--- config.mk ---
export PLATFORM = sky130hd
export DESIGN_NAME = stc_timer
export DESIGN_NICKNAME = d
export VERILOG_FILES = /design/src/core/stc_pkg.sv /design/src/core/stc_timer.sv
export SDC_FILE = /design/constraint.sdc
export NUM_CORES = 1
export LEC_CHECK = 0
export BUFFER_PORTS_ARGS = -buffer_cell sky130_fd_sc_hd__buf_4
export CAP_MARGIN = 20
export CORE_AREA = 2 2 96 98
export DETAILED_ROUTE_END_ITERATION = 10
export DIE_AREA = 0 0 98 100
export GPL_ROUTABILITY_DRIVEN = 0
export GPL_TIMING_DRIVEN = 0
export PLACE_DENSITY_LB_ADDON = 0.1
export SYNTH_ARGS = -nofsm -noshare
export SYNTH_HDL_FRONTEND = slang
export SYNTH_SLANG_ARGS = --single-unit
--- constraint.sdc ---
create_clock -name pclk -period 4.5 [get_ports pclk]
set_clock_uncertainty 0.05 [all_clocks]
set_input_delay 0.225 -clock pclk [delete_from_list [all_inputs] [get_ports pclk]]
set_output_delay 0.225 -clock pclk [all_outputs]
set_load 0.02 [all_outputs]
--- src/core/stc_pkg.sv ---
// Purpose: Shared constants and types for the 16-bit timer/counter block
// Assumes: APB slave, 32-bit data, one aligned word per register index
// Notes:   Byte address of a register is four times its index
package stc_pkg;

  localparam int unsigned ADDR_W = 12;
  localparam int unsigned CNT_W  = 16;
  localparam int unsigned PRE_W  = 3;
  localparam int unsigned CTL_W  = 6;

  // Register indices; the byte address is the index times four
  localparam logic [7:0] IDX_FLAG   = 8'h0C;
  localparam logic [7:0] IDX_CNT_LO = 8'h0E;
  localparam logic [7:0] IDX_CNT_HI = 8'h0F;
  localparam logic [7:0] IDX_CTL    = 8'h10;
  localparam logic [7:0] IDX_IEN    = 8'h8C;

  localparam logic [ADDR_W-1:0] ADR_FLAG   = ADDR_W'({IDX_FLAG, 2'b00});
  localparam logic [ADDR_W-1:0] ADR_CNT_LO = ADDR_W'({IDX_CNT_LO, 2'b00});
  localparam logic [ADDR_W-1:0] ADR_CNT_HI = ADDR_W'({IDX_CNT_HI, 2'b00});
  localparam logic [ADDR_W-1:0] ADR_CTL    = ADDR_W'({IDX_CTL, 2'b00});
  localparam logic [ADDR_W-1:0] ADR_IEN    = ADDR_W'({IDX_IEN, 2'b00});

  localparam logic [CTL_W-1:0] CTL_RST  = 6'h00;
  localparam logic [CNT_W-1:0] CNT_MAX  = 16'hFFFF;
  localparam logic [CNT_W-1:0] CNT_ZERO = 16'h0000;
  localparam logic [PRE_W-1:0] PRE_ZERO = 3'h0;
  localparam int unsigned      FLAG_BIT = 0;

  // Four-phase instruction cycle, one phase per pclk
  localparam logic [1:0] PH_Q2 = 2'h1;
  localparam logic [1:0] PH_Q4 = 2'h3;

  // Control register layout, bit 5 down to bit 0
  typedef struct packed {
    logic [1:0] input_prescale_select;
    logic       crystal_osc_enable;
    logic       no_sync_select;
    logic       clock_source_select;
    logic       counter_run;
  } stc_ctl_t;

  typedef struct packed {
    stc_ctl_t           ctl;
    logic [CNT_W-1:0]   cnt;
    logic               overflow_flag;
    logic               overflow_irq_enable;
    logic [1:0]         phase;
    logic               ext_s1;
    logic               ext_s2;
    logic               osc_s1;
    logic               osc_s2;
    logic               pin_prev;
    logic [PRE_W-1:0]   pre;
    logic               pre_out;
    logic               samp;
    logic               pend;
    logic               pready;
    logic               pslverr;
    logic [31:0]        prdata;
    logic               irq;
    logic               wake;
    logic [1:0]         pin_oe;
    logic               tbv;
  } stc_state_t;

endpackage

--- src/core/stc_timer.sv ---
// Purpose: 16-bit timer/counter with prescaler, APB registers and sync path
// Assumes: pclk is the oscillator clock; four pclk make one instruction cycle
// Notes:   The count has no reset; software or the capture trigger sets it
//
// Behaviour
// Count pair runs upward 0000h to FFFFh and wraps to 0000h.
// Each wrap sets the overflow flag; interrupt only when its enable is set.
// Source select bit 1: zero instruction clock, one external pin rising edges.
// Run bit 0 set lets the count advance; clear holds the value.
// Prescale field bits 5:4 divides by 1, 2, 4 or 8.
// Oscillator enable forces both oscillator pins to inputs, ignoring direction.
// Counter mode uses oscillator input pin if oscillator enabled, else clock pin.
// Bit 2 zero synchronises external input, one leaves it unsynchronised.
// Prescaler is a ripple counter; synchronisation follows the prescaler output.
// Synchronised mode in sleep: count frozen, prescaler still counts edges.
// Synchroniser samples the prescaler output on phases two and four.
// A synchronised edge increments the count one cycle later.
// Unsynchronised mode keeps counting in sleep; enabled overflow wakes.
// Unsynchronised mode marks the count invalid as capture/compare time base.
// Capture/compare reset input clears the count.
// Control bits 7:6 read zero; bits 5:0 are read/write.
// Writing either count byte clears the prescaler.
// Control resets to 00h: stopped, 1:1 prescale.
// Count is not cleared by device reset, only by the capture trigger.
// Count write beats a coincident capture/compare clear.
// Count byte write loads directly and drops that cycle's increment.
//
// Chosen here: register access over APB.
`timescale 1ns/10ps
`default_nettype none

module stc_timer
  import stc_pkg::*;
(
  input  wire logic              pclk,
  input  wire logic              presetn,
  input  wire logic              psel,
  input  wire logic              penable,
  input  wire logic              pwrite,
  input  wire logic [ADDR_W-1:0] paddr,
  input  wire logic [31:0]       pwdata,
  output var  logic [31:0]       prdata,
  output var  logic              pready,
  output var  logic              pslverr,
  input  wire logic              ext_clock_pin,
  input  wire logic              osc_input_pin,
  input  wire logic [1:0]        port_dir_oe,
  input  wire logic              sleep_mode,
  input  wire logic              capture_clear,
  output var  logic [CNT_W-1:0]  count_value,
  output var  logic              timebase_valid,
  output var  logic              irq_req,
  output var  logic              wake_req,
  output var  logic [1:0]        osc_pin_oe
);

  stc_state_t st_q;
  stc_state_t st_d;

  logic             setup;
  logic             wr;
  logic             wr_lo;
  logic             wr_hi;
  logic             cnt_wr;
  logic             tick;
  logic             pin_lvl;
  logic             src_ev;
  logic             src_lvl;
  logic             pre_out;
  logic             edge_up;
  logic             sync_mode;
  logic             samp_now;
  logic             s_edge;
  logic             inc;
  logic             ovf;

  always_comb begin
    st_d    = st_q;
    setup   = psel & ~penable;
    wr      = psel & penable & st_q.pready & pwrite;
    wr_lo   = wr && (paddr == ADR_CNT_LO);
    wr_hi   = wr && (paddr == ADR_CNT_HI);
    cnt_wr  = wr_lo | wr_hi;

    // Pin synchronisers; only the second stage is looked at
    st_d.ext_s1 = ext_clock_pin;
    st_d.ext_s2 = st_q.ext_s1;
    st_d.osc_s1 = osc_input_pin;
    st_d.osc_s2 = st_q.osc_s1;
    pin_lvl     = st_q.ctl.crystal_osc_enable ? st_q.osc_s2 : st_q.ext_s2;
    st_d.pin_prev = pin_lvl;

    st_d.phase = st_q.phase + 2'h1;
    // Instruction clock stops in sleep like the core's own clock
    tick = (st_q.phase == PH_Q4) & ~sleep_mode;

    src_ev  = st_q.ctl.clock_source_select ? (pin_lvl & ~st_q.pin_prev) : tick;
    src_lvl = st_q.ctl.clock_source_select ? pin_lvl : tick;

    // Ripple prescaler modelled as a counter; each bit is one stage output
    if (cnt_wr) begin
      st_d.pre = PRE_ZERO;
    end else if (st_q.ctl.counter_run && src_ev) begin
      st_d.pre = st_q.pre + 3'h1;
    end
    case (st_q.ctl.input_prescale_select)
      2'h0:    pre_out = src_lvl;
      2'h1:    pre_out = st_q.pre[0];
      2'h2:    pre_out = st_q.pre[1];
      default: pre_out = st_q.pre[2];
    endcase
    st_d.pre_out = pre_out;
    edge_up      = pre_out & ~st_q.pre_out;

    // Synchronised path samples the prescaler output, not the raw pin
    sync_mode = st_q.ctl.clock_source_select & ~st_q.ctl.no_sync_select;
    samp_now  = sync_mode & ~sleep_mode
              & ((st_q.phase == PH_Q2) | (st_q.phase == PH_Q4));
    s_edge    = samp_now & pre_out & ~st_q.samp;
    if (samp_now) begin
      st_d.samp = pre_out;
    end
    // Increment lands one cycle after the sampled edge
    st_d.pend = s_edge & st_q.ctl.counter_run;

    inc = st_q.ctl.counter_run
        & (sync_mode ? st_q.pend : edge_up);
    ovf = inc & (st_q.cnt == CNT_MAX) & ~cnt_wr & ~capture_clear;

    if (cnt_wr) begin
      if (wr_lo) begin
        st_d.cnt[7:0] = pwdata[7:0];
      end
      if (wr_hi) begin
        st_d.cnt[15:8] = pwdata[7:0];
      end
    end else if (capture_clear) begin
      st_d.cnt = CNT_ZERO;
    end else if (inc) begin
      st_d.cnt = st_q.cnt + 16'h0001;
    end

    if (wr && (paddr == ADR_CTL)) begin
      st_d.ctl = stc_ctl_t'(pwdata[CTL_W-1:0]);
    end
    if (wr && (paddr == ADR_IEN)) begin
      st_d.overflow_irq_enable = pwdata[FLAG_BIT];
    end
    // A wrap in the clearing cycle keeps the flag set
    if (wr && (paddr == ADR_FLAG)) begin
      st_d.overflow_flag = pwdata[FLAG_BIT];
    end
    if (ovf) begin
      st_d.overflow_flag = 1'b1;
    end

    st_d.pready  = setup;
    st_d.pslverr = 1'b0;
    if (setup) begin
      st_d.prdata = 32'h0000_0000;
      if (paddr == ADR_CNT_LO) begin
        st_d.prdata[7:0] = st_q.cnt[7:0];
      end else if (paddr == ADR_CNT_HI) begin
        st_d.prdata[7:0] = st_q.cnt[15:8];
      end else if (paddr == ADR_CTL) begin
        st_d.prdata[CTL_W-1:0] = st_q.ctl;
      end else if (paddr == ADR_FLAG) begin
        st_d.prdata[FLAG_BIT] = st_q.overflow_flag;
      end else if (paddr == ADR_IEN) begin
        st_d.prdata[FLAG_BIT] = st_q.overflow_irq_enable;
      end else begin
        st_d.pslverr = 1'b1;
      end
    end else begin
      st_d.pslverr = st_q.pslverr;
    end

    st_d.irq    = st_d.overflow_flag & st_d.overflow_irq_enable;
    st_d.wake   = sleep_mode & st_d.irq;
    st_d.pin_oe = st_d.ctl.crystal_osc_enable ? 2'b00 : port_dir_oe;
    st_d.tbv    = ~(st_d.ctl.clock_source_select & st_d.ctl.no_sync_select);
  end

  // The count is left out of reset on purpose so a reset never moves it
  always_ff @(posedge pclk or negedge presetn) begin
    if (!presetn) begin
      st_q.ctl                 <= stc_ctl_t'(CTL_RST);
      st_q.overflow_flag       <= 1'b0;
      st_q.overflow_irq_enable <= 1'b0;
      st_q.phase               <= 2'h0;
      st_q.ext_s1              <= 1'b0;
      st_q.ext_s2              <= 1'b0;
      st_q.osc_s1              <= 1'b0;
      st_q.osc_s2              <= 1'b0;
      st_q.pin_prev            <= 1'b0;
      st_q.pre                 <= PRE_ZERO;
      st_q.pre_out             <= 1'b0;
      st_q.samp                <= 1'b0;
      st_q.pend                <= 1'b0;
      st_q.pready              <= 1'b0;
      st_q.pslverr             <= 1'b0;
      st_q.prdata              <= 32'h0000_0000;
      st_q.irq                 <= 1'b0;
      st_q.wake                <= 1'b0;
      st_q.pin_oe              <= 2'b00;
      st_q.tbv                 <= 1'b1;
    end else begin
      st_q <= st_d;
    end
  end

  assign prdata         = st_q.prdata;
  assign pready         = st_q.pready;
  assign pslverr        = st_q.pslverr;
  assign count_value    = st_q.cnt;
  assign timebase_valid = st_q.tbv;
  assign irq_req        = st_q.irq;
  assign wake_req       = st_q.wake;
  assign osc_pin_oe     = st_q.pin_oe;
endmodule

`default_nettype wire

# --- Word level (Yosys, flattened, before mapping) ---
# Index checks and enable logic that the tools add are counted.
totals:
  reg_bits: 52
  in_bits: 55
  out_inout_bits: 55
  word_cells: 112
op_classes:
  addsub: 3
  eq_ne: 12
  mux: 29
  n_bitwise: 31
  n_reduce_logical: 11
op_table:
  columns: ["operator", "count"]
  rows:
  - ["$mux W16", 3]
  - ["$eq A12 B6 Y1 const B", 3]
  - ["$mux W8", 3]
  - ["$and A1 B1 Y1", 20]
  - ["$add A16 B1 Y16 const B", 1]
  - ["$eq A16 B16 Y1 const B", 1]
  - ["$mux W1", 15]
  - ["$eq A12 B10 Y1 const B", 1]
  - ["$eq A12 B7 Y1 const B", 1]
  - ["$not A1 Y1", 9]
  - ["$logic_and A1 B1 Y1", 6]
  - ["$mux W3", 2]
  - ["$mux W6", 1]
  - ["$reduce_and A3 Y1", 2]
  - ["$mux W5", 1]
  - ["$eq A2 B1 Y1 const B", 2]
  - ["$eq A2 B2 Y1 const B", 2]
  - ["$mux W2", 2]
  - ["$mux W4", 1]
  - ["$ne A2 B2 Y1 const B", 2]
  - ["$add A3 B1 Y3 const B", 1]
  - ["$pmux W1 S3", 1]
  - ["$reduce_bool A3 Y1", 1]
  - ["$add A2 B1 Y2 const B", 1]
  - ["3 further kinds", 4]

# --- Depth between registers and ports, before layout ---
# Gate-level depths: netlist of the first run.
depth:
  word_depth: 13
  ltp_mapped: 8
  mapped_depth_nobuf: 6

# --- Worst setup path after synthesis of the first run ---
# No wires, ideal clock.
synth_timing:
  path_type: "flip-flop to flip-flop"
  start: "register st_q[71] in the netlist's numbering"
  end: "register st_q (netlist bit count_value[0]), enable pin"
  setup_time_ps: 388
  arrival_time_ps: 1999
  required_time_ps: 4062
  setup_slack_ps: 2063
  stages_incl_launch_ff: 7
  n_path_buf: 1
  period_less_slack_ps: 2437
  path_cell_list: "dfrtp_1 > clkbuf_1 > nor3b_1 > a2111o_1 > a21oi_2 > nor2_1 > a221oi_1"
synth_between:
  elab_chain_len: 7
  word_cells_on_any_way: 8
  cone_classes: "mux (3); bitwise (3); reduce/logical (2)"
synth_lines:
  columns: ["item", "line_no", "text"]
  rows:
  - ["from (decl)", "stc_timer.sv:57", "stc_state_t st_q;"]
  - ["from (signal assigned)", "stc_timer.sv:208", "st_q <= st_d;"]
  - ["$mux W1", "stc_timer.sv:98", "src_lvl = st_q.ctl.clock_source_select ? pin_lvl : tick;"]
  - ["$pmux W1 S3", "stc_timer.sv:106", "case (st_q.ctl.input_prescale_select)"]
  - ["$and A1 B1 Y1", "stc_timer.sv:113", "edge_up = pre_out & ~st_q.pre_out;"]
  - ["$mux W1 (*)", "stc_timer.sv:127", "& (sync_mode ? st_q.pend : edge_up);"]
  - ["$and A1 B1 Y1 (*)", "stc_timer.sv:127", null]
  - ["$reduce_bool A3 Y1 (no line) (*)", null, null]
  - ["$reduce_and A3 Y1 (no line) (*)", null, null]
# Mark *: on every way between the ends. The rest lies on a longest branch, timed or not.
# A chain may end at the register's enable or synchronous reset.

# --- Final worst setup path of the first run ---
layout_timing:
  start: "register st_q[71] in the netlist's numbering"
  end: "register st_q (netlist bit count_value[13]), enable pin"
# The elaborated chain is that of the path after synthesis.

==> run metrics, run 1 <==
number of synthesized flops with an enable pin=16; Die Span Y=100 microns; maximum clock rate=371 MHz; detailed-route DRC error count=0; fin cells=508; Worst slew margin=0.528; Die X-Extent=98 microns; First-pass DRT Iterations=4; Max Cap Viol=0; hold crit path type=in -> reg; layout cells sized above 1=0.363; Final Hold Viols=0; htree depth=2; port bufs=60; Setup violations, final=0; Final Max Slew Viols=0; Crit Path Category=reg -> reg; global-route wire length before repair=11600 microns; CP Capture Type=register; Pwr Density=310 nW/um^2; grt total ovfl=0; CTS sink cnt=52; Num CTS Buffers=5; Async S/R FF share, synth=0.692; HPWL Detailed=5430 microns; Synth area leaders=dfrtp_1 29%, edfxtp_1 16%, buf_4 13%, nand2_1 4.8%, xor2_1 2.6%; Yosys reg bits=52; sw power=373 uW; largest area contributor in the netlist=dfrtp_1; Logic pwr share=0.266; clk slew on worst S/H paths=0.09 ns; clock share of power=0.234; CTS tree=yes; top cells by count, synth=51 x buf_4, 39 x nand2_1, 35 x dfrtp_1; post-synthesis instance total=301; Reg area=1380 sq um; DR vias/cell=4.57; Mapped Area=3060 sq um; post-route clock period utilization=0.600; internal power=825 uW; fillers=889; vias in the first global route=2204; post-synthesis sequential area ratio=0.452; most common cell in the netlist=buf_4; Core Area=8890 sq um; largest net degree at the start of global routing=38; std cell rows=35; RSZ-0062 raised after global routing=no; area of the multi-input gates=1280 sq um; Worst EP arrival=2.66 ns; placed cell areas=3750 sq um; Synth top area share=0.286; Skew-Pair Late Insertion Delay=0.31 ns; switching portion of total power=0.312; setup tns final=0 ns; initial antenna violation count=0; DR vias=2320; Worst Tran Pin Value=0.708 ns; Ports=110; die area=9800 sq um; Ys Warns=0; CTS Buffer Depth=2; Post-synth top flop=dfrtp_1; post-DR wirelength/cell=13.9 microns; Netlist cell types=50; Critical Path RT=4.46 ns; Post-Route WL=7070 microns; Finished Cell Area=3870 sq um; # resized after CTS=0; sequential share of power=0.500; Tmin final=2.70 ns; initial core utilization=0.344; CTS root buf=clkbuf_8; Leakage=1.92 nW; Area Overhead vs Synth=26.5%; placed cell count=497; critical path launch point type=register; status=completed; Layout Nets=455; VDD IR max=0.118 mV; Layout Utilization=0.435; crit-path max FO=9; DRT antenna net count=0; 1st-iter DRT viols=109; n_diodes=0; GRT Total Usage=0.149; Avg Cell Area, Syn=10.2 sq um
## area by class of cell
type / instances / share of cell area
clock inverter: 2 / 0.00259
tap: 111 / 0.0359
multi-input combinational: 199 / 0.330
clock buffer: 6 / 0.0213
inverter: 15 / 0.0146
sequential: 52 / 0.357
timing repair buffer: 65 / 0.127
buffer: 58 / 0.111
## flip-flops by register name (all words and copies together), names as in the netlist
register,cells
pready,1
wake_req,1
osc_pin_oe,2
count_value,16
prdata,8
pslverr,1
st_d,2
st_q,19
irq_req,1
timebase_valid,1
## power by group through the flow
stage | registers [mW] | clock network (mW) | logic (mW)
6_report | 0.599 | 0.280 | 0.319
3_3_place_gp | 0.609 | 0 | 0.312
2_1_floorplan | 0.595 | 0 | 0.215
4_1_cts | 0.600 | 0.289 | 0.322
3_5_place_dp | 0.609 | 0 | 0.319
5_1_grt | 0.609 | 0.311 | 0.353
## through the flow
step	hold slack (ns)	worst slack (ns)	total power, mW
after floorplan	-0.121	2.06	0.810
after global placement	0.167	1.41	0.921
after detailed placement	0.171	1.80	0.928
after CTS	0.0311	1.78	1.21
after global routing	0.0513	1.55	1.27
final	0.0394	1.80	1.20
## layout by cell type, fill, tap and decap left out, types with 2 or more instances in the layout
master and instances:
nor3_1 4, nand3_1 10, and4b_1 3, clkinv_2 2, conb_1 24, a31oi_1 3
xnor2_1 6, mux2_2 4, xor2_1 9, o21ai_0 3, clkbuf_1 2, nand2_1 39
a22o_1 4, nor3b_1 2, nor4b_1 2, dlygate4sd3_1 3, dfrtp_1 35, and2_1 3
ha_1 4, inv_1 14, and3_1 3, clkbuf_8 6, nor4_2 3, o31ai_1 4
a221oi_1 2, a21oi_1 14, nand3_4 2, buf_6 2, buf_4 112, buf_2 4
and4_1 3, mux2i_1 7, nor4_1 2, nor2_1 17, edfxtp_1 16, a22oi_1 6
mux2_1 2
## worst max-delay path, stage by stage (launching register included)
cell      delay, ns
dfrtp_1        0.37
clkbuf_1       0.20
nor3b_1        0.19
a2111o_1       0.39
a21oi_2        0.17
nor2_1         0.09
a221oi_1       0.63
buf_2          0.31
## final timing paths
path,from,end,slack (ns),depth (start not counted)
min in group asynchronous,presetn,st_q[72],0.36,2
max in group asynchronous,presetn,timebase_valid,3.70,2
setup / recovery,st_q[71],count_value[13],1.80,7
setup reg to reg,st_q[71],count_value[13],1.80,7
hold reg to reg,st_d[48],st_q[48],0.31,0
hold / removal,pwdata[2],timebase_valid,0.04,2
## timing repair
item / in CTS / in global routing
hold buffers: 3 / 0
hold endpoints to repair: 37 / 0
buffers inserted: 0 / 0
## cells by family after synthesis
family                     after synthesis  share of synthesized area
DFF                                     52                      0.452
AOI/OAI and AO/OA                       44                      0.103
muxes                                   13                     0.0450
adders and majority gates                4                     0.0164
xor gates and xnor gates                15                     0.0430
and+or+nand+nor                         99                      0.181
buffers and inverters                   73                      0.158
other                                    1                    0.00123
## layer usage
layer  GRT usage  part of all wire  vias to the layer above  routed length [microns]
met5           0                 0                        -                        0
li1            -                 -                     1166                        -
met3      0.0251             0.046                        6                      327
met1       0.202              0.47                     1083                     3300
met2       0.249              0.48                       65                     3360
met4      0.0385             0.010                        0                       74
(Power assumes the default switching activity.)
==> run 2, diff against run 1 <==
Clock period 4.5 ns to 2.85 ns, I/O delays scaled along.
==> run 2 against run 1 <==
Compared with the run above:
- first-iteration DRC count is 13% lower
- final cell count rose by 0.79%
- critical path depth unchanged
- global-route usage up 0.12 points
- worst hold slack lost 0.034 ns
- count of clock-buffer cells in the layout is the same
- clock power increased by 58%
- largest cell class unchanged
==> run metrics, run 2 (synthesis results as in run 1) <==
WP buf/inv=2 (unchanged); CTS root buf=clkbuf_8 (unchanged); Post-CTS Setup Bufs=0 (unchanged); commonest non-fill, non-tap cells in the layout=112 x buf_4, 39 x nand2_1, 35 x dfrtp_1 (unchanged); largest net degree at the start of global routing=38 (unchanged); CTS Buffer Depth=2 (unchanged); Ports=110 (unchanged); Skew-Pair Late Insertion Delay=0.31 ns (about the same); layout cells sized above 1=0.362 (was 0.363); Worst EP arrival=2.60 ns (was 2.66 ns); post-DR wirelength/cell=13.9 microns (about the same); global-route wire length before repair=11700 microns (was 11600 microns); CTS tree=yes (unchanged); fillers=887 (was 889); n_diodes=0 (unchanged); Die Span Y=100 microns (unchanged); Area Overhead vs Synth=28.0% (was 26.5%); Core Area=8890 sq um (unchanged); Pwr Density=484 nW/um^2 (was 310 nW/um^2); post-route met1 wirelength=3230 microns (was 3300 microns); vias in the first global route=2232 (was 2204); Max stage delay on crit path=0.60 ns (was 0.63 ns); First-pass DRT Iterations=4 (unchanged); GRT Total Usage=0.150 (was 0.149); routed wl met2=3440 microns (was 3360 microns); Leakage=1.93 nW (was 1.92 nW); CP Capture Type=register (unchanged); Final Hold Viols=0 (unchanged); VDD IR max=0.185 mV (was 0.118 mV); clk slew on worst S/H paths=0.10 ns (was 0.09 ns); commonest non-fill, non-tap cell in the layout=buf_4 (unchanged); hold crit path type=in -> reg (unchanged); worst-path cell with the longest stage delay=a221oi_1 (unchanged); Max Cap Viol=0 (unchanged); DRT antenna net count=0 (unchanged); placed cell count=497 (unchanged); initial core utilization=0.344 (unchanged); max reg flops=19 (unchanged); Worst Tran Pin Value=0.658 ns (was 0.708 ns); post-route clock period utilization=0.923 (was 0.600); Tmin final=2.63 ns (was 2.70 ns); largest register by flop count=st_q (unchanged); crit-path max FO=9 (unchanged); Die X-Extent=98 microns (unchanged); Layout Nets=459 (was 455); Num CTS Buffers=5 (unchanged); status=completed (unchanged); grt total ovfl=0 (unchanged); CP top delay family=compound AO/OA/AOI/OAI gates (unchanged); initial antenna violation count=0 (unchanged); Critical Path RT=2.82 ns (was 4.46 ns); critical path launch point type=register (unchanged); Crit Path Category=reg -> reg (unchanged); 1st-iter DRT viols=95 (was 109); cells along the critical path=clkbuf_1 > nor3b_1 > a2111o_1 > a21oi_2 > nor2_1 > a221oi_1 > buf_4 (was clkbuf_1 > nor3b_1 > a2111o_1 > a21oi_2 > nor2_1 > a221oi_1 > buf_2); die area=9800 sq um (unchanged); met3 wire len=362 microns (was 327 microns); htree depth=2 (unchanged); Setup violations, final=0 (unchanged); Worst slew margin=0.561 (was 0.528); std cell rows=35 (unchanged); DR vias/cell=4.54 (was 4.57); CTS sink cnt=52 (unchanged); HPWL Detailed=5430 microns (unchanged); placed cell areas=3750 sq um (unchanged); port bufs=60 (unchanged); detailed-route DRC error count=0 (unchanged); highest metal used=met4 (unchanged); hold_ws=0.00507 ns (was 0.0394 ns); Final Max Slew Viols=0 (unchanged); Layout Utilization=0.440 (was 0.435); DR vias=2324 (was 2320); Post-Route WL=7100 microns (was 7070 microns); overall power=1.90 mW (was 1.20 mW); maximum clock rate=380 MHz (was 371 MHz); Finished Cell Area=3920 sq um (was 3870 sq um); fin cells=512 (was 508)
-- run 2: worst paths after layout --
path / startpoint / end / slack, ns / cells past startpoint
setup reg to reg: st_q[71] / count_value[5] / 0.22 / 7
hold reg to reg: st_d[48] / st_q[48] / 0.31 / 0
hold / removal: pwdata[5] / st_q[75] / 0.005 / 3
min in group asynchronous: presetn / st_q[72] / 0.28 / 2
max in group asynchronous: presetn / osc_pin_oe[1] / 2.13 / 2
setup / recovery: st_q[71] / count_value[5] / 0.22 / 7
-- run 2: per-layer routing --
layer	track usage	vias to the layer above
met5	0	-
met4	0.0385	0
met3	0.0251	4
met2	0.253	65
met1	0.202	1080
li1	-	1175
-- run 2: layout make-up --
class                           instances  area (sq um)  share of cell area
Sequential cell                        52          1380               0.353
Clock buffer                            6          82.6              0.0211
Buffer                                 58           428               0.109
Inverter                               15          56.3              0.0144
Tap cell                              111           139              0.0355
Clock inverter                          2          10.0             0.00256
Multi-Input combinational cell        199          1280               0.328
Timing Repair Buffer                   69           533               0.136
-- run 2: worst register-to-register path, cell delays in order, from the launching register on --
cell	delay (ns)
dfrtp_1	0.36
clkbuf_1	0.20
nor3b_1	0.19
a2111o_1	0.39
a21oi_2	0.17
nor2_1	0.10
a221oi_1	0.60
buf_4	0.28
-- run 2: repair_timing --
| item | CTS | global route |
|---|---|---|
| hold buffers | 7 | 0 |
| gates resized for setup | 0 | 1 |
| endpoints found under the hold margin | 40 | 0 |
| endpoints found under the setup margin | 0 | 5 |
-- run 2: metrics by stage --
stage                     setup TNS [ns]  worst slack (ns)
final                                  0             0.221
after global routing            -0.00319          -0.00319
after CTS                              0             0.129
after detailed placement               0             0.149
after global placement             -3.32            -0.237
after floorplan                        0             0.413
-- run 2: power by group --
group	switching (mW)	total (mW)	leakage, nW	internal (mW)
Clock	0.246	0.441	0.0510	0.195
Combinational	0.259	0.509	1.28	0.250
Sequential	0.0851	0.946	0.602	0.861
Total	0.590	1.90	1.93	1.31
==> run 3, diff against run 2 <==
Clock period 2.85 ns to 3.2 ns, I/O delays scaled along.
==> run 3 against run 2 <==
Compared with the run above:
- count of clock-buffer cells in the layout unchanged
- power down 11%
- worst hold slack better by 0.0020 ns
- critical endpoint is now count_value[13]
- largest power group unchanged
==> run metrics, run 3 (synthesis results as in run 1) <==
Worst Tran Pin Value=0.707 ns (was 0.658 ns); Die Span Y=100 microns (unchanged); DR vias/cell=4.58 (was 4.54); Pwr Density=434 nW/um^2 (was 484 nW/um^2); Critical Path RT=3.17 ns (was 2.82 ns); largest net degree at the start of global routing=38 (unchanged); Skew-Pair Late Insertion Delay=0.31 ns (about the same); initial core utilization=0.344 (unchanged); htree depth=2 (unchanged); Final Max Slew Viols=0 (unchanged); Post-Route WL=7070 microns (was 7100 microns); port bufs=60 (unchanged); std cell rows=35 (unchanged); RSZ-0062 raised after global routing=no; CP Capture Type=register (unchanged); hold crit path type=in -> reg (unchanged); VDD IR max=0.165 mV (was 0.185 mV); maximum clock rate=372 MHz (was 380 MHz); Area Overhead vs Synth=26.8% (was 28.0%); setup ws final=0.514 ns (was 0.221 ns); Layout Nets=456 (was 459); Worst slew margin=0.529 (was 0.561); CTS root buf=clkbuf_8 (unchanged); global-route wire length before repair=11600 microns (was 11700 microns); Post-CTS Setup Bufs=0 (unchanged); Tmin final=2.69 ns (was 2.63 ns); initial antenna violation count=0 (unchanged); First-pass DRT Iterations=4 (unchanged); critical path launch point type=register (unchanged); post-route clock period utilization=0.839 (was 0.923); Final Hold Viols=0 (unchanged); largest register by flop count=st_q (unchanged); Num CTS Buffers=5 (unchanged); Ports=110 (unchanged); status=completed (unchanged); Setup violations, final=0 (unchanged); GRT Total Usage=0.149 (was 0.150); crit-path max FO=9 (unchanged); die area=9800 sq um (unchanged); 1st-iter DRT viols=118 (was 95); DR vias=2332 (was 2324); grt total ovfl=0 (unchanged); CTS tree=yes (unchanged); DRT antenna net count=0 (unchanged); Leakage=1.92 nW (was 1.93 nW); Core Area=8890 sq um (unchanged); detailed-route DRC error count=0 (unchanged); Die X-Extent=98 microns (unchanged); setup tns final=0 ns (unchanged); clk slew on worst S/H paths=0.09 ns (was 0.10 ns); vias in the first global route=2205 (was 2232); CTS Buffer Depth=2 (unchanged); layout cells sized above 1=0.362 (about the same); post-DR wirelength/cell=13.9 microns (about the same); CTS sink cnt=52 (unchanged); commonest non-fill, non-tap cell in the layout=buf_4 (unchanged); commonest non-fill, non-tap cells in the layout=112 x buf_4, 39 x nand2_1, 35 x dfrtp_1 (unchanged); pre-CTS setup slack=0.499 ns (was 0.149 ns); Crit Path Category=reg -> reg (unchanged); Max Cap Viol=0 (unchanged); Worst EP arrival=2.65 ns (was 2.60 ns); n_diodes=0 (unchanged); HPWL Detailed=5430 microns (unchanged); max reg flops=19 (unchanged)
[run 3: cell types whose count changed in the layout (fill, tap and decap cells not counted), sizes merged]
cell	before	now
dlygate4sd3	7	4
[run 3: final timing paths]
| kind | from | slack, ns | depth (start not counted) | endpoint |
|---|---|---|---|---|
| hold / removal | pwdata[1] | 0.007 | 2 | timebase_valid |
| min in group asynchronous | presetn | 0.29 | 2 | st_q[72] |
| setup reg to reg | st_q[71] | 0.51 | 7 | count_value[13] |
| setup / recovery | st_q[71] | 0.51 | 7 | count_value[13] |
| max in group asynchronous | presetn | 2.46 | 2 | timebase_valid |
| hold reg to reg | st_d[48] | 0.31 | 0 | st_q[48] |
[run 3: per-stage QoR]
step,cell area [sq um],cells,hold WS [ns],power [mW],utilization
after global placement,3730,495,0.102,1.30,0.420
final,3880,509,0.00706,1.69,0.436
after floorplan,3140,324,-0.186,1.14,-
after CTS,3880,509,0.00214,1.70,0.436
after global routing,3880,509,0.00747,1.79,0.436
after detailed placement,3750,497,0.106,1.31,0.421
[run 3: per-layer routing]
layer / up-vias / GRT usage / share of wire
met5: - / 0 / 0
met4: 0 / 0.0385 / 0.0099
met3: 6 / 0.0251 / 0.045
met2: 63 / 0.249 / 0.48
met1: 1095 / 0.202 / 0.47
li1: 1168 / - / -
[run 3: worst max-delay path, cell delays in order (launching register included)]
cell and delay (ns):
dfrtp_1 0.37, clkbuf_1 0.19, nor3b_1 0.19, a2111o_1 0.39
a21oi_2 0.17, nor2_1 0.09, a221oi_1 0.63, buf_2 0.31
[run 3: cell type report]
class                   count  area (sq um)
clock inverters             2          10.0
flip-flops and latches     52          1380
multi-input cells         199          1280
clock buffers               6          82.6
well taps                 111           139
fillers                   889          5010
plain buffers              58           428
inverters                  15          56.3
repair buffers             66           503
[run 3: power breakdown]
part           switching [mW]  internal, mW  total, mW
combinational           0.228         0.220      0.449
clock                   0.220         0.173      0.393
sequential             0.0768         0.767      0.844
[run 3: what timing repair did]
item,CTS,global route
hold buffers,4,0
endpoints found under the hold margin,38,0
gates resized for setup,0,0
